==> src/rtl/clock_timer_pkg.sv <==
package clock_timer_pkg;
  localparam int unsigned clk_hz = 10_000_000;
  localparam int unsigned osc_hz = 32_768;
  localparam int addr_width = 12;
  localparam int data_width = 4;
  localparam logic [11:0] timer_tap_levels_addr = 12'h0e4;
  localparam logic [11:0] timer_irq_enable_addr = 12'h0eb;
  localparam logic [11:0] timer_irq_pending_addr = 12'h0ef;
  localparam logic [11:0] timer_restart_control_addr = 12'h0f9;
  localparam int restart_bit = 2;
  localparam int half_second_bit = 2;
  localparam int eighth_second_bit = 1;
  localparam int fast_tick_bit = 0;
  localparam int chain_width = 15;
  localparam int stage_128hz = 7;
  localparam int stage_32hz = 9;
  localparam int stage_16hz = 10;
  localparam int stage_8hz = 11;
  localparam int stage_4hz = 12;
  localparam int stage_2hz = 13;
  localparam logic [2:0] irq_enable_reset = 3'h0;
  localparam logic [2:0] irq_pending_reset = 3'h0;
  localparam logic [3:0] read_zero = 4'h0;
endpackage

==> src/rtl/clock_timer_divider.sv <==
// Function
// - All taps come from binary division of a nominal 32.768 kHz oscillator.
// - Visible timer is a 4-bit counter readable anytime without disturbing it.
// - Read gives 2 Hz on bit 3, 4 Hz bit 2, 8 Hz bit 1, 16 Hz bit 0.
// - Each visible tap is a square wave with equal high and low time.
// - Falling edges of 32 Hz, 8 Hz and 2 Hz each raise their own request.
// - Timer data is read-only; writes ignored; value after reset zero.
// - Mask bits for 2, 8, 32 Hz on bits 2, 1, 0; reset zero; one enables.
// - Flags for 2, 8, 32 Hz on bits 2, 1, 0; reset zero; cleared by read.
// - Unused bits of mask, flag and reset registers read as zero.
// - Writing one to reset bit 2 clears visible counter and restarts counting.
// - Timer reset also initializes divider stages from 128 Hz down to 2 Hz.
// - Reset bit clears itself by hardware one clock after being set.
`timescale 1ns/1ps
module clock_timer_divider
  import clock_timer_pkg::*;
#(
  parameter int unsigned CLK_HZ = clk_hz,
  parameter int unsigned OSC_HZ = osc_hz
) (
  input wire logic clk,
  input wire logic sys_rst,
  input wire logic [addr_width-1:0] io_addr,
  input wire logic io_rd,
  input wire logic io_wr,
  input wire logic [data_width-1:0] io_wdata,
  output logic [data_width-1:0] io_rdata,
  output logic [2:0] irq_request
);
  // Refuse settings that the divider taps or the register map cannot serve
  initial begin
    if (OSC_HZ != osc_hz) begin
      $error("clock_timer_divider: chain taps assume the nominal oscillator rate");
    end
    if (CLK_HZ < 2 * OSC_HZ) begin
      $error("clock_timer_divider: system clock too slow for the oscillator enable");
    end
    if (data_width != 4) begin
      $error("clock_timer_divider: register words are four bits wide");
    end
    if (addr_width != 12) begin
      $error("clock_timer_divider: register addresses are twelve bits wide");
    end
    if (restart_bit >= data_width) begin
      $error("clock_timer_divider: restart bit lies outside the register word");
    end
    if (fast_tick_bit >= 3 || eighth_second_bit >= 3 || half_second_bit >= 3) begin
      $error("clock_timer_divider: flag bits lie outside the flag register");
    end
    if (stage_2hz >= chain_width || stage_128hz >= stage_32hz) begin
      $error("clock_timer_divider: divider taps lie outside the chain");
    end
    if (stage_16hz != stage_32hz + 1) begin
      $error("clock_timer_divider: fast tick source must sit just above the 16 Hz tap");
    end
    if (stage_8hz != stage_16hz + 1 || stage_4hz != stage_8hz + 1 || stage_2hz != stage_4hz + 1) begin
      $error("clock_timer_divider: visible taps must be adjacent binary stages");
    end
  end

  typedef struct packed {
    logic [chain_width-1:0] chain;
    logic restart_strobe;
    logic [2:0] irq_enable;
    logic [2:0] irq_pending;
    logic [data_width-1:0] rdata;
    logic [2:0] irq_request;
  } timer_state_type;

  timer_state_type state;
  timer_state_type next_state;
  logic osc_tick;

  // One-hot register select, one bit per mapped address
  localparam int sel_taps = 0;
  localparam int sel_enable = 1;
  localparam int sel_pending = 2;
  localparam int sel_restart = 3;
  localparam int sel_count = 4;
  localparam int rate_count = 3;

  logic [chain_width-1:0] chain_plus;
  logic [rate_count-1:0] edge_seen;
  logic [sel_count-1:0] rd_sel;
  logic [sel_count-1:0] wr_sel;

  ////////////////////////////////////////////////////////////////////////////
  // Oscillator enable

  osc_tick_gen #(
    .CLK_HZ(CLK_HZ),
    .OSC_HZ(OSC_HZ)
  ) u_osc_tick_gen (
    .clk(clk),
    .sys_rst(sys_rst),
    .osc_tick(osc_tick)
  );

  ////////////////////////////////////////////////////////////////////////////
  // Helpers

  function automatic logic addr_hit(input logic [addr_width-1:0] a, input logic [addr_width-1:0] target);
    addr_hit = (a == target);
  endfunction

  function automatic logic [sel_count-1:0] reg_select(input logic [addr_width-1:0] a);
    reg_select = '0;
    if (addr_hit(a, timer_tap_levels_addr)) begin
      reg_select[sel_taps] = 1'b1;
    end else if (addr_hit(a, timer_irq_enable_addr)) begin
      reg_select[sel_enable] = 1'b1;
    end else if (addr_hit(a, timer_irq_pending_addr)) begin
      reg_select[sel_pending] = 1'b1;
    end else if (addr_hit(a, timer_restart_control_addr)) begin
      reg_select[sel_restart] = 1'b1;
    end
  endfunction

  function automatic logic fell(input logic [chain_width-1:0] cur, input logic [chain_width-1:0] nxt,
                                input int idx);
    fell = cur[idx] & ~nxt[idx];
  endfunction

  // Mask covering the 128 Hz through 2 Hz stages
  localparam logic [chain_width-1:0] restart_mask =
    chain_width'(((1 << (stage_2hz + 1)) - 1) & ~((1 << stage_128hz) - 1));

  ////////////////////////////////////////////////////////////////////////////
  // Decode and edge detection

  assign chain_plus = state.chain + chain_width'(1);
  assign rd_sel = io_rd ? reg_select(io_addr) : sel_count'(0);
  assign wr_sel = io_wr ? reg_select(io_addr) : sel_count'(0);

  // One falling-edge detector per interrupt rate, indexed by flag bit
  generate
    for (genvar r = 0; r < rate_count; r++) begin : g_rate
      localparam int src = (r == fast_tick_bit) ? stage_32hz :
                           (r == eighth_second_bit) ? stage_8hz : stage_2hz;
      assign edge_seen[r] = osc_tick & fell(state.chain, chain_plus, src);
    end
  endgenerate

  ////////////////////////////////////////////////////////////////////////////
  // Next state

  always_comb begin
    logic [chain_width-1:0] counted;
    logic [2:0] events;
    logic [3:0] taps;
    next_state = state;
    counted = state.chain;
    events = 3'h0;
    taps = {state.chain[stage_2hz], state.chain[stage_4hz],
            state.chain[stage_8hz], state.chain[stage_16hz]};
    next_state.rdata = read_zero;

    // Plain binary chain: every stage is a 50 % square wave
    if (osc_tick) begin
      counted = chain_plus;
      events = edge_seen;
    end
    next_state.chain = counted;

    // Strobe high for one clock clears the 128 Hz..2 Hz stages, then drops
    if (state.restart_strobe) begin
      // Stages faster than 128 Hz keep counting so the oscillator phase is kept
      next_state.chain = counted & ~restart_mask;
      events = 3'h0;
    end
    next_state.restart_strobe = 1'b0;

    // Writes to the tap level and flag addresses are ignored
    if (wr_sel[sel_enable]) begin
      next_state.irq_enable = io_wdata[2:0];
    end
    if (wr_sel[sel_restart]) begin
      next_state.restart_strobe = io_wdata[restart_bit];
    end

    next_state.irq_pending = state.irq_pending;
    if (rd_sel[sel_taps]) begin
      next_state.rdata = taps;
    end
    if (rd_sel[sel_enable]) begin
      next_state.rdata = {1'b0, state.irq_enable};
    end
    if (rd_sel[sel_pending]) begin
      next_state.rdata = {1'b0, state.irq_pending};
      next_state.irq_pending = 3'h0;
    end
    if (rd_sel[sel_restart]) begin
      next_state.rdata = read_zero;
    end
    // An edge in the same cycle as the clearing read is kept
    next_state.irq_pending = next_state.irq_pending | events;
    next_state.irq_request = next_state.irq_pending & next_state.irq_enable;
  end

  ////////////////////////////////////////////////////////////////////////////
  // Registers

  always_ff @(posedge clk) begin
    if (sys_rst) begin
      state.chain <= '0;
      state.restart_strobe <= 1'b0;
      state.irq_enable <= irq_enable_reset;
      state.irq_pending <= irq_pending_reset;
      state.rdata <= read_zero;
      state.irq_request <= 3'h0;
    end else begin
      state <= next_state;
    end
  end

  // Outputs come straight from the state register
  assign io_rdata = state.rdata;
  assign irq_request = state.irq_request;
endmodule

==> src/rtl/osc_tick_gen.sv <==
`timescale 1ns/1ps
module osc_tick_gen
  import clock_timer_pkg::*;
#(
  parameter int unsigned CLK_HZ = clk_hz,
  parameter int unsigned OSC_HZ = osc_hz
) (
  input wire logic clk,
  input wire logic sys_rst,
  output logic osc_tick
);
  initial begin
    if (OSC_HZ == 0 || OSC_HZ > CLK_HZ / 2 || CLK_HZ >= 2 ** 24) begin
      $error("osc_tick_gen: unsupported clock ratio");
    end
  end

  localparam logic [24:0] step = 25'(OSC_HZ);
  localparam logic [24:0] wrap = 25'(CLK_HZ);

  typedef struct packed {
    logic [24:0] acc;
    logic tick;
  } tick_state_type;

  tick_state_type state;
  tick_state_type next_state;

  // Fractional accumulator gives the nominal oscillator rate on average
  always_comb begin
    logic [24:0] sum;
    sum = state.acc + step;
    next_state = state;
    next_state.tick = 1'b0;
    if (sum >= wrap) begin
      next_state.acc = sum - wrap;
      next_state.tick = 1'b1;
    end else begin
      next_state.acc = sum;
    end
  end

  always_ff @(posedge clk) begin
    if (sys_rst) begin
      state <= '0;
    end else begin
      state <= next_state;
    end
  end

  assign osc_tick = state.tick;
endmodule

==> config.mk <==
export PLATFORM = sky130hd
export DESIGN_NAME = clock_timer_divider
export DESIGN_NICKNAME = d
export VERILOG_FILES = /design/src/rtl/clock_timer_pkg.sv /design/src/rtl/clock_timer_divider.sv /design/src/rtl/osc_tick_gen.sv
export SDC_FILE = /design/constraint.sdc
export NUM_CORES = 1
export LEC_CHECK = 0
export ABC_AREA = 1
export BUFFER_PORTS_ARGS = -buffer_cell sky130_fd_sc_hd__buf_2
export CAP_MARGIN = 20
export CORE_UTILIZATION = 45
export DETAILED_ROUTE_END_ITERATION = 12
export PLACE_DENSITY = 0.63
export SLEW_MARGIN = 20
export SYNTH_ARGS = -nofsm -noshare
export SYNTH_HDL_FRONTEND = slang
export SYNTH_HIERARCHICAL = 1
export SYNTH_SLANG_ARGS = --single-unit
==> constraint.sdc <==
create_clock -name clk -period 2.2 [get_ports clk]
set_input_delay 0.11 -clock clk [delete_from_list [all_inputs] [get_ports clk]]
set_output_delay 0.11 -clock clk [all_outputs]
set_load 0.05 [all_outputs]
==> results of run 1 <==
==> worst max-delay path by stage <==
stage                            startpoint                        to  depth (start not counted)
floorplan           u_osc_tick_gen/state[8]   u_osc_tick_gen/state[9]                         15
global placement    u_osc_tick_gen/state[8]  u_osc_tick_gen/state[21]                         14
detailed placement  u_osc_tick_gen/state[8]  u_osc_tick_gen/state[18]                         14
CTS                 u_osc_tick_gen/state[8]  u_osc_tick_gen/state[18]                         14
global route        u_osc_tick_gen/state[8]  u_osc_tick_gen/state[17]                         14
finish              u_osc_tick_gen/state[8]  u_osc_tick_gen/state[18]                         14
==> worst register-to-register path, stage by stage (launching register included) <==
cell	delay, ns
dfxtp_1	0.39
inv_1	0.07
ha_1	0.23
nor2_2	0.19
nand3_1	0.11
nand2_2	0.08
nand2_1	0.09
nand2_2	0.11
nand2_2	0.07
nand2_2	0.08
nand2_4	0.05
nand2_2	0.07
buf_4	0.18
nand2_1	0.07
a21oi_1	0.12
==> power by group through the flow <==
stage,registers (mW),clock network (mW),logic (mW)
5_1_grt,0.867,0.730,0.158
6_report,0.866,0.671,0.138
2_1_floorplan,0.884,0,0.0986
3_5_place_dp,0.886,0,0.137
4_1_cts,0.866,0.700,0.138
3_3_place_gp,0.885,0,0.136
==> routing by layer <==
metal,global-route usage,share of wire
met1,0.221,0.49
met2,0.313,0.47
met3,0.0307,0.028
met4,0.0643,0.014
met5,0,0
==> metrics by stage <==
step                      hold WS [ns]  utilization  power (mW)
after floorplan                  0.250            -       0.983
after CTS                       0.0587        0.513        1.70
after detailed placement         0.389        0.493        1.02
after global routing            0.0709        0.513        1.76
final                           0.0641        0.513        1.67
after global placement           0.390        0.493        1.02
==> cells in the mapped netlist, drive strengths merged <==
cell    instances
inv            64
and2            1
a21oi          27
a22oi           3
xor2           10
nor2           63
buf            12
ha              8
o21ai          10
and3            1
a211oi          2
nor4            1
clkbuf          2
nand2         103
nand4           7
o21bai          2
dfxtp          47
nand3b          2
xnor2           4
a31o            1
nand3          38
or2             2
nor3            5
==> state kept, by name, summed over array words and instances (netlist names) <==
signal and flops:
state 21, u_osc_tick_gen/state 18, io_rdata 4, irq_request 3, u_osc_tick_gen/osc_tick 1
==> cells by family (layout without fill, tap and decap cells) <==
family	Yosys count	after routing
simple gates	223	223
buf+inv	78	102
flops	47	47
compound gates	45	45
xor+xnor	14	14
fa+ha+maj	8	8
==> cell type report <==
type / instances / area (um^2) / area share
multi-input cells: 290 / 1500 / 0.491
flip-flops and latches: 47 / 941 / 0.308
inverters: 64 / 240 / 0.0787
repair buffers: 30 / 163 / 0.0533
well taps: 75 / 93.8 / 0.0307
clock buffers: 6 / 82.6 / 0.0270
clock inverters: 2 / 35.0 / 0.0115
==> summary.txt, run 1 <==
area delta synth->final -> 9.81%
share of power burned in registers -> 0.517
critical path, cell by cell -> inv_1, ha_1, nor2_2, nand3_1, nand2_2, nand2_1, nand2_2, nand2_2, nand2_2, nand2_4, nand2_2, buf_4, nand2_1, a21oi_1
maximum fanout along the worst path -> 10
Fill cells -> 615
area post-placement -> 0.00294 mm^2
Final Setup Violations -> 0
design area -> 0.00305 mm^2
number of max-cap violations -> 0
Resize count post-CTS -> 0
post-synthesis simple-gate area fraction -> 0.365
DIE WIDTH -> 80.6 um
DPL Wire Length -> 4080 um
worst r2r dst -> u_osc_tick_gen/state[18]
RSZ-0062 raised after global routing -> false
die area -> 0.00650 mm^2
Pleak -> 1.41 nW
most common cell after layout, fill and taps aside -> nand2_1
final hold violation count -> 0
Initial DRC Count -> 66
Global Route Usage Sum -> 0.180
Net Switching -> 0.396 mW
R2R Setup Slk -> 0.23 ns
reg-to-reg critical path startpoint -> u_osc_tick_gen/state[8]
Peak VDD IR -> 0.000465 V
Die Span Y -> 80.6 um
Synth Area in Compound Gates -> 0.0940
most frequent cells in the layout -> nand2_1, inv_1, nor2_1
Logic pwr share -> 0.082
share of layout cells above drive strength 1 -> 0.150
vias in the first global route -> 2126
Vias/cell -> 4.85
share of the synthesized area in the top cell type -> 0.338
H-tree lvl count -> 2
Cells after Synth -> 415
initial core utilization -> 0.467
WP data required -> 2.43 ns
Netlist cell types -> 35
startpoint class of the critical path -> register
Post-DRT Antenna Nets -> 0
grt total ovfl -> 0
clk root buf -> clkbuf_8
PortBufs -> 25
Post-Syn Nets -> 443
Num CTS Buffers -> 5
Worst Hold Endpoint -> state[13]
vias -> 2491
Seq cells post-synth -> 47
top cells by area, synth -> dfxtp_1, nand2_1, inv_1, nor2_1, nand3_1
sw frac -> 0.237
Hold Path Class -> input pin to register
crit share post-route -> 0.897
Clk pwr share -> 0.401
clock skew -> 0.00317 ns
Antenna Cells -> 0
worst-margin pin slew -> 0.567 ns
clock transition at the registers of the reported paths -> 0.09 ns
post-synthesis sequential area ratio -> 0.338
Adder-Cell Fraction of Synth Area -> 0.0360
WHS Path Cells -> 3
Worst-Skew Late Latency -> 0.30 ns
routability cong. -> 0.827
CP peak stage delay -> 0.39 ns
critical path's slowest cell -> dfxtp_1
status -> completed
Peak Freq -> 506 MHz
initial antenna violation count -> 0
Internal -> 1.28 mW
xor-xnor portion of the synthesized cell area -> 0.0441
minimum clock period -> 1.97 ns
drt first pass iters -> 4
Ports -> 27
slew margin rel. -> 0.622
Final Max Tran Viols -> 0
routed length per instance -> 10.7 um
largest family of logic cells by synthesized area -> simple AND/OR/NAND/NOR gates
Layout Cells excl Fill -> 514
setup repair bufs after CTS -> 0
first-pass GRT wire length -> 9070 um
CTS tree -> done
CP Class -> register to register
Nets -> 466
Mean Syn Cell Area -> 6.70 um^2
Rows -> 28
most area-hungry cell type in the Yosys netlist -> dfxtp_1
Setup TNS -> 0 ns
Pwr Density -> 548 mW/mm^2
placed cell count -> 506
dpl ws -> 0.246 ns
Mapped Area -> 0.00278 mm^2
crit path DAT -> 2.21 ns
worst reg2reg path depth -> 14
core area -> 0.00596 mm^2
clk buf depth -> 2
clock sink total -> 47
post-synthesis mux area share -> 0
Total Wirelength -> 5480 um
final worst-path setup slack -> 0.226 ns
Worst Path Buf+Inv -> 2
family with the most delay on the worst path -> simple AND/OR/NAND/NOR gates
largest net degree at the start of global routing -> 29
Synth warnings -> 6
Post-route DRC -> 0
hold wc startpoint -> io_wdata[2]
CTS Hold Bufs -> 0
Worst setup EP type -> register
cell mode on critical path -> nand2_2
Power figures use the tool's default switching activity.
==> run 2, diff against run 1 <==
--- a/config.mk
+++ b/config.mk
@@ -8,9 +8,10 @@
 export ABC_AREA = 1
 export BUFFER_PORTS_ARGS = -buffer_cell sky130_fd_sc_hd__buf_2
 export CAP_MARGIN = 20
-export CORE_UTILIZATION = 45
+export CORE_ASPECT_RATIO = 1.4
+export CORE_UTILIZATION = 59
 export DETAILED_ROUTE_END_ITERATION = 12
-export PLACE_DENSITY = 0.63
+export PLACE_DENSITY = 0.8
 export SLEW_MARGIN = 20
 export SYNTH_ARGS = -nofsm -noshare
 export SYNTH_HDL_FRONTEND = slang
==> run 2 against run 1 <==
Net effect:
- hold slack improved by 0.011 ns
- global-route usage rose by 6.6 points
- final area decreased by 0.90%
- via count rose by 3.2%
- die area shrank 23%
- total power down 6.1%
- cell count down 2.7%
- sequential power barely moved
- worst setup slack gained 0.043 ns
- fmax up 2.2%
- clock power is 15% lower
- critical path type unchanged
- largest power group unchanged
==> summary.txt, run 2 (synthesis results as in run 1) <==
sw frac -> 0.238
most common cell after layout, fill and taps aside -> nand2_1
CTS Hold Bufs -> 0
DIE WIDTH -> 60.0 um
multi-input logic area -> 0.00150 mm^2
Ports -> 27
Reg area -> 942 um^2
hold_ws -> 0.0747 ns
Internal -> 1.20 mW
clock transition at the registers of the reported paths -> 0.09 ns
startpoint class of the critical path -> register
crit share post-route -> 0.878
Pleak -> 1.40 nW
Hold Path Class -> input pin to register
Setup TNS -> 0 ns
Num CTS Buffers -> 5
status -> completed
initial antenna violation count -> 0
first-pass GRT wire length -> 9690 um
DPL Wire Length -> 4030 um
Worst-Skew Late Latency -> 0.30 ns
Final Setup Violations -> 0
vias in the first global route -> 2422
Global Route Usage Sum -> 0.246
clk buf depth -> 2
critical path's slowest cell -> dfxtp_1
slew margin rel. -> 0.649
die area -> 0.00500 mm^2
Peak Freq -> 518 MHz
critical path, cell by cell -> inv_1, ha_1, nor2_2, nand3_1, nand2_2, nand2_1, nand2_2, nand2_2, nand2_2, nand2_4, nand2_2, buf_12, inv_2, nor2_1, nor2_1
worst-margin pin slew -> 0.527 ns
CP Class -> register to register
share of power burned in registers -> 0.551
largest net degree at the start of global routing -> 29
Clk pwr share -> 0.362
Nets -> 465
drt first pass iters -> 4
Util after Layout -> 0.667
Antenna Cells -> 0
maximum fanout along the worst path -> 14
PortBufs -> 25
Largest Register -> state
Pwr Density -> 519 mW/mm^2
minimum clock period -> 1.93 ns
Vias/cell -> 5.14
Logic pwr share -> 0.087
WP data required -> 2.40 ns
crit path DAT -> 2.13 ns
clock skew -> 0.00931 ns
routed length per instance -> 10.7 um
grt total ovfl -> 0
Fill cells -> 412
RSZ-0062 raised after global routing -> false
family with the most delay on the worst path -> simple AND/OR/NAND/NOR gates
most frequent cells in the layout -> nand2_1, inv_1, nor2_1
initial core utilization -> 0.613
final hold violation count -> 0
clk root buf -> clkbuf_8
Worst Path Buf+Inv -> 3
max reg flops -> 21
Rows -> 29
clock sink total -> 47
CP peak stage delay -> 0.40 ns
area delta synth->final -> 8.82%
Die Span Y -> 83.2 um
Final Max Tran Viols -> 0
Peak VDD IR -> 0.000452 V
core area -> 0.00454 mm^2
Worst setup EP type -> register
share of layout cells above drive strength 1 -> 0.148
Initial DRC Count -> 161
Net Switching -> 0.373 mW
Total Wirelength -> 5360 um
Post-DRT Antenna Nets -> 0
vias -> 2570
cell mode on critical path -> nand2_2
number of max-cap violations -> 0
CTS tree -> done
routability cong. -> 0.897
H-tree lvl count -> 2
setup repair bufs after CTS -> 0
Post-route DRC -> 0
[run 2: worst min-delay path: stages]
cell	delay (ns)
buf_2	0.09
inv_1	0.06
nor4_1	0.06
[run 2: worst paths after layout]
check	from	to	slack [ns]	cells past startpoint
max	u_osc_tick_gen/state[8]	u_osc_tick_gen/state[9]	0.27	15
min	io_wdata[2]	state[13]	0.07	3
max reg2reg	u_osc_tick_gen/state[8]	u_osc_tick_gen/state[9]	0.27	15
min reg2reg	state[22]	state[22]	0.46	2
[run 2: power by group through the flow]
stage | Sequential [mW] | Combinational, mW | Clock (mW)
floorplan | 0.884 | 0.0986 | 0
global placement | 0.885 | 0.134 | 0
detailed placement | 0.886 | 0.137 | 0
CTS | 0.866 | 0.138 | 0.584
global route | 0.868 | 0.156 | 0.618
finish | 0.866 | 0.136 | 0.569
[run 2: area by class of cell]
class,instances,share of cell area
well taps,62,0.0256
multi-input cells,290,0.495
flip-flops and latches,47,0.311
inverters,64,0.0794
repair buffers,29,0.0554
clock buffers,8,0.0331
[run 2: per-stage QoR]
step / cells / worst slack [ns] / power [mW] / cell area (um^2)
2_1_floorplan: 415 / 0.438 / 0.983 / 2780
3_3_place_gp: 492 / 0.290 / 1.02 / 2930
3_5_place_dp: 492 / 0.266 / 1.02 / 2930
4_1_cts: 500 / 0.247 / 1.59 / 3030
5_1_grt: 500 / 0.0314 / 1.64 / 3030
6_report: 500 / 0.269 / 1.57 / 3030
[run 2: repair_timing]
action / CTS / global route
gates resized for setup: 0 / 1
endpoints found under the setup margin: 0 / 5
hold endpoints to repair: 0 / 0
[run 2: routing by layer]
| metal | part of all wire | vias to the layer above | global-route usage | wire, um |
|---|---|---|---|---|
| met5 | 0 | - | 0 | 0 |
| li1 | - | 1340 | - | - |
| met2 | 0.55 | 43 | 0.453 | 2920 |
| met3 | 0.029 | 8 | 0.0405 | 157 |
| met4 | 0.019 | 0 | 0.101 | 101 |
| met1 | 0.41 | 1179 | 0.262 | 2180 |
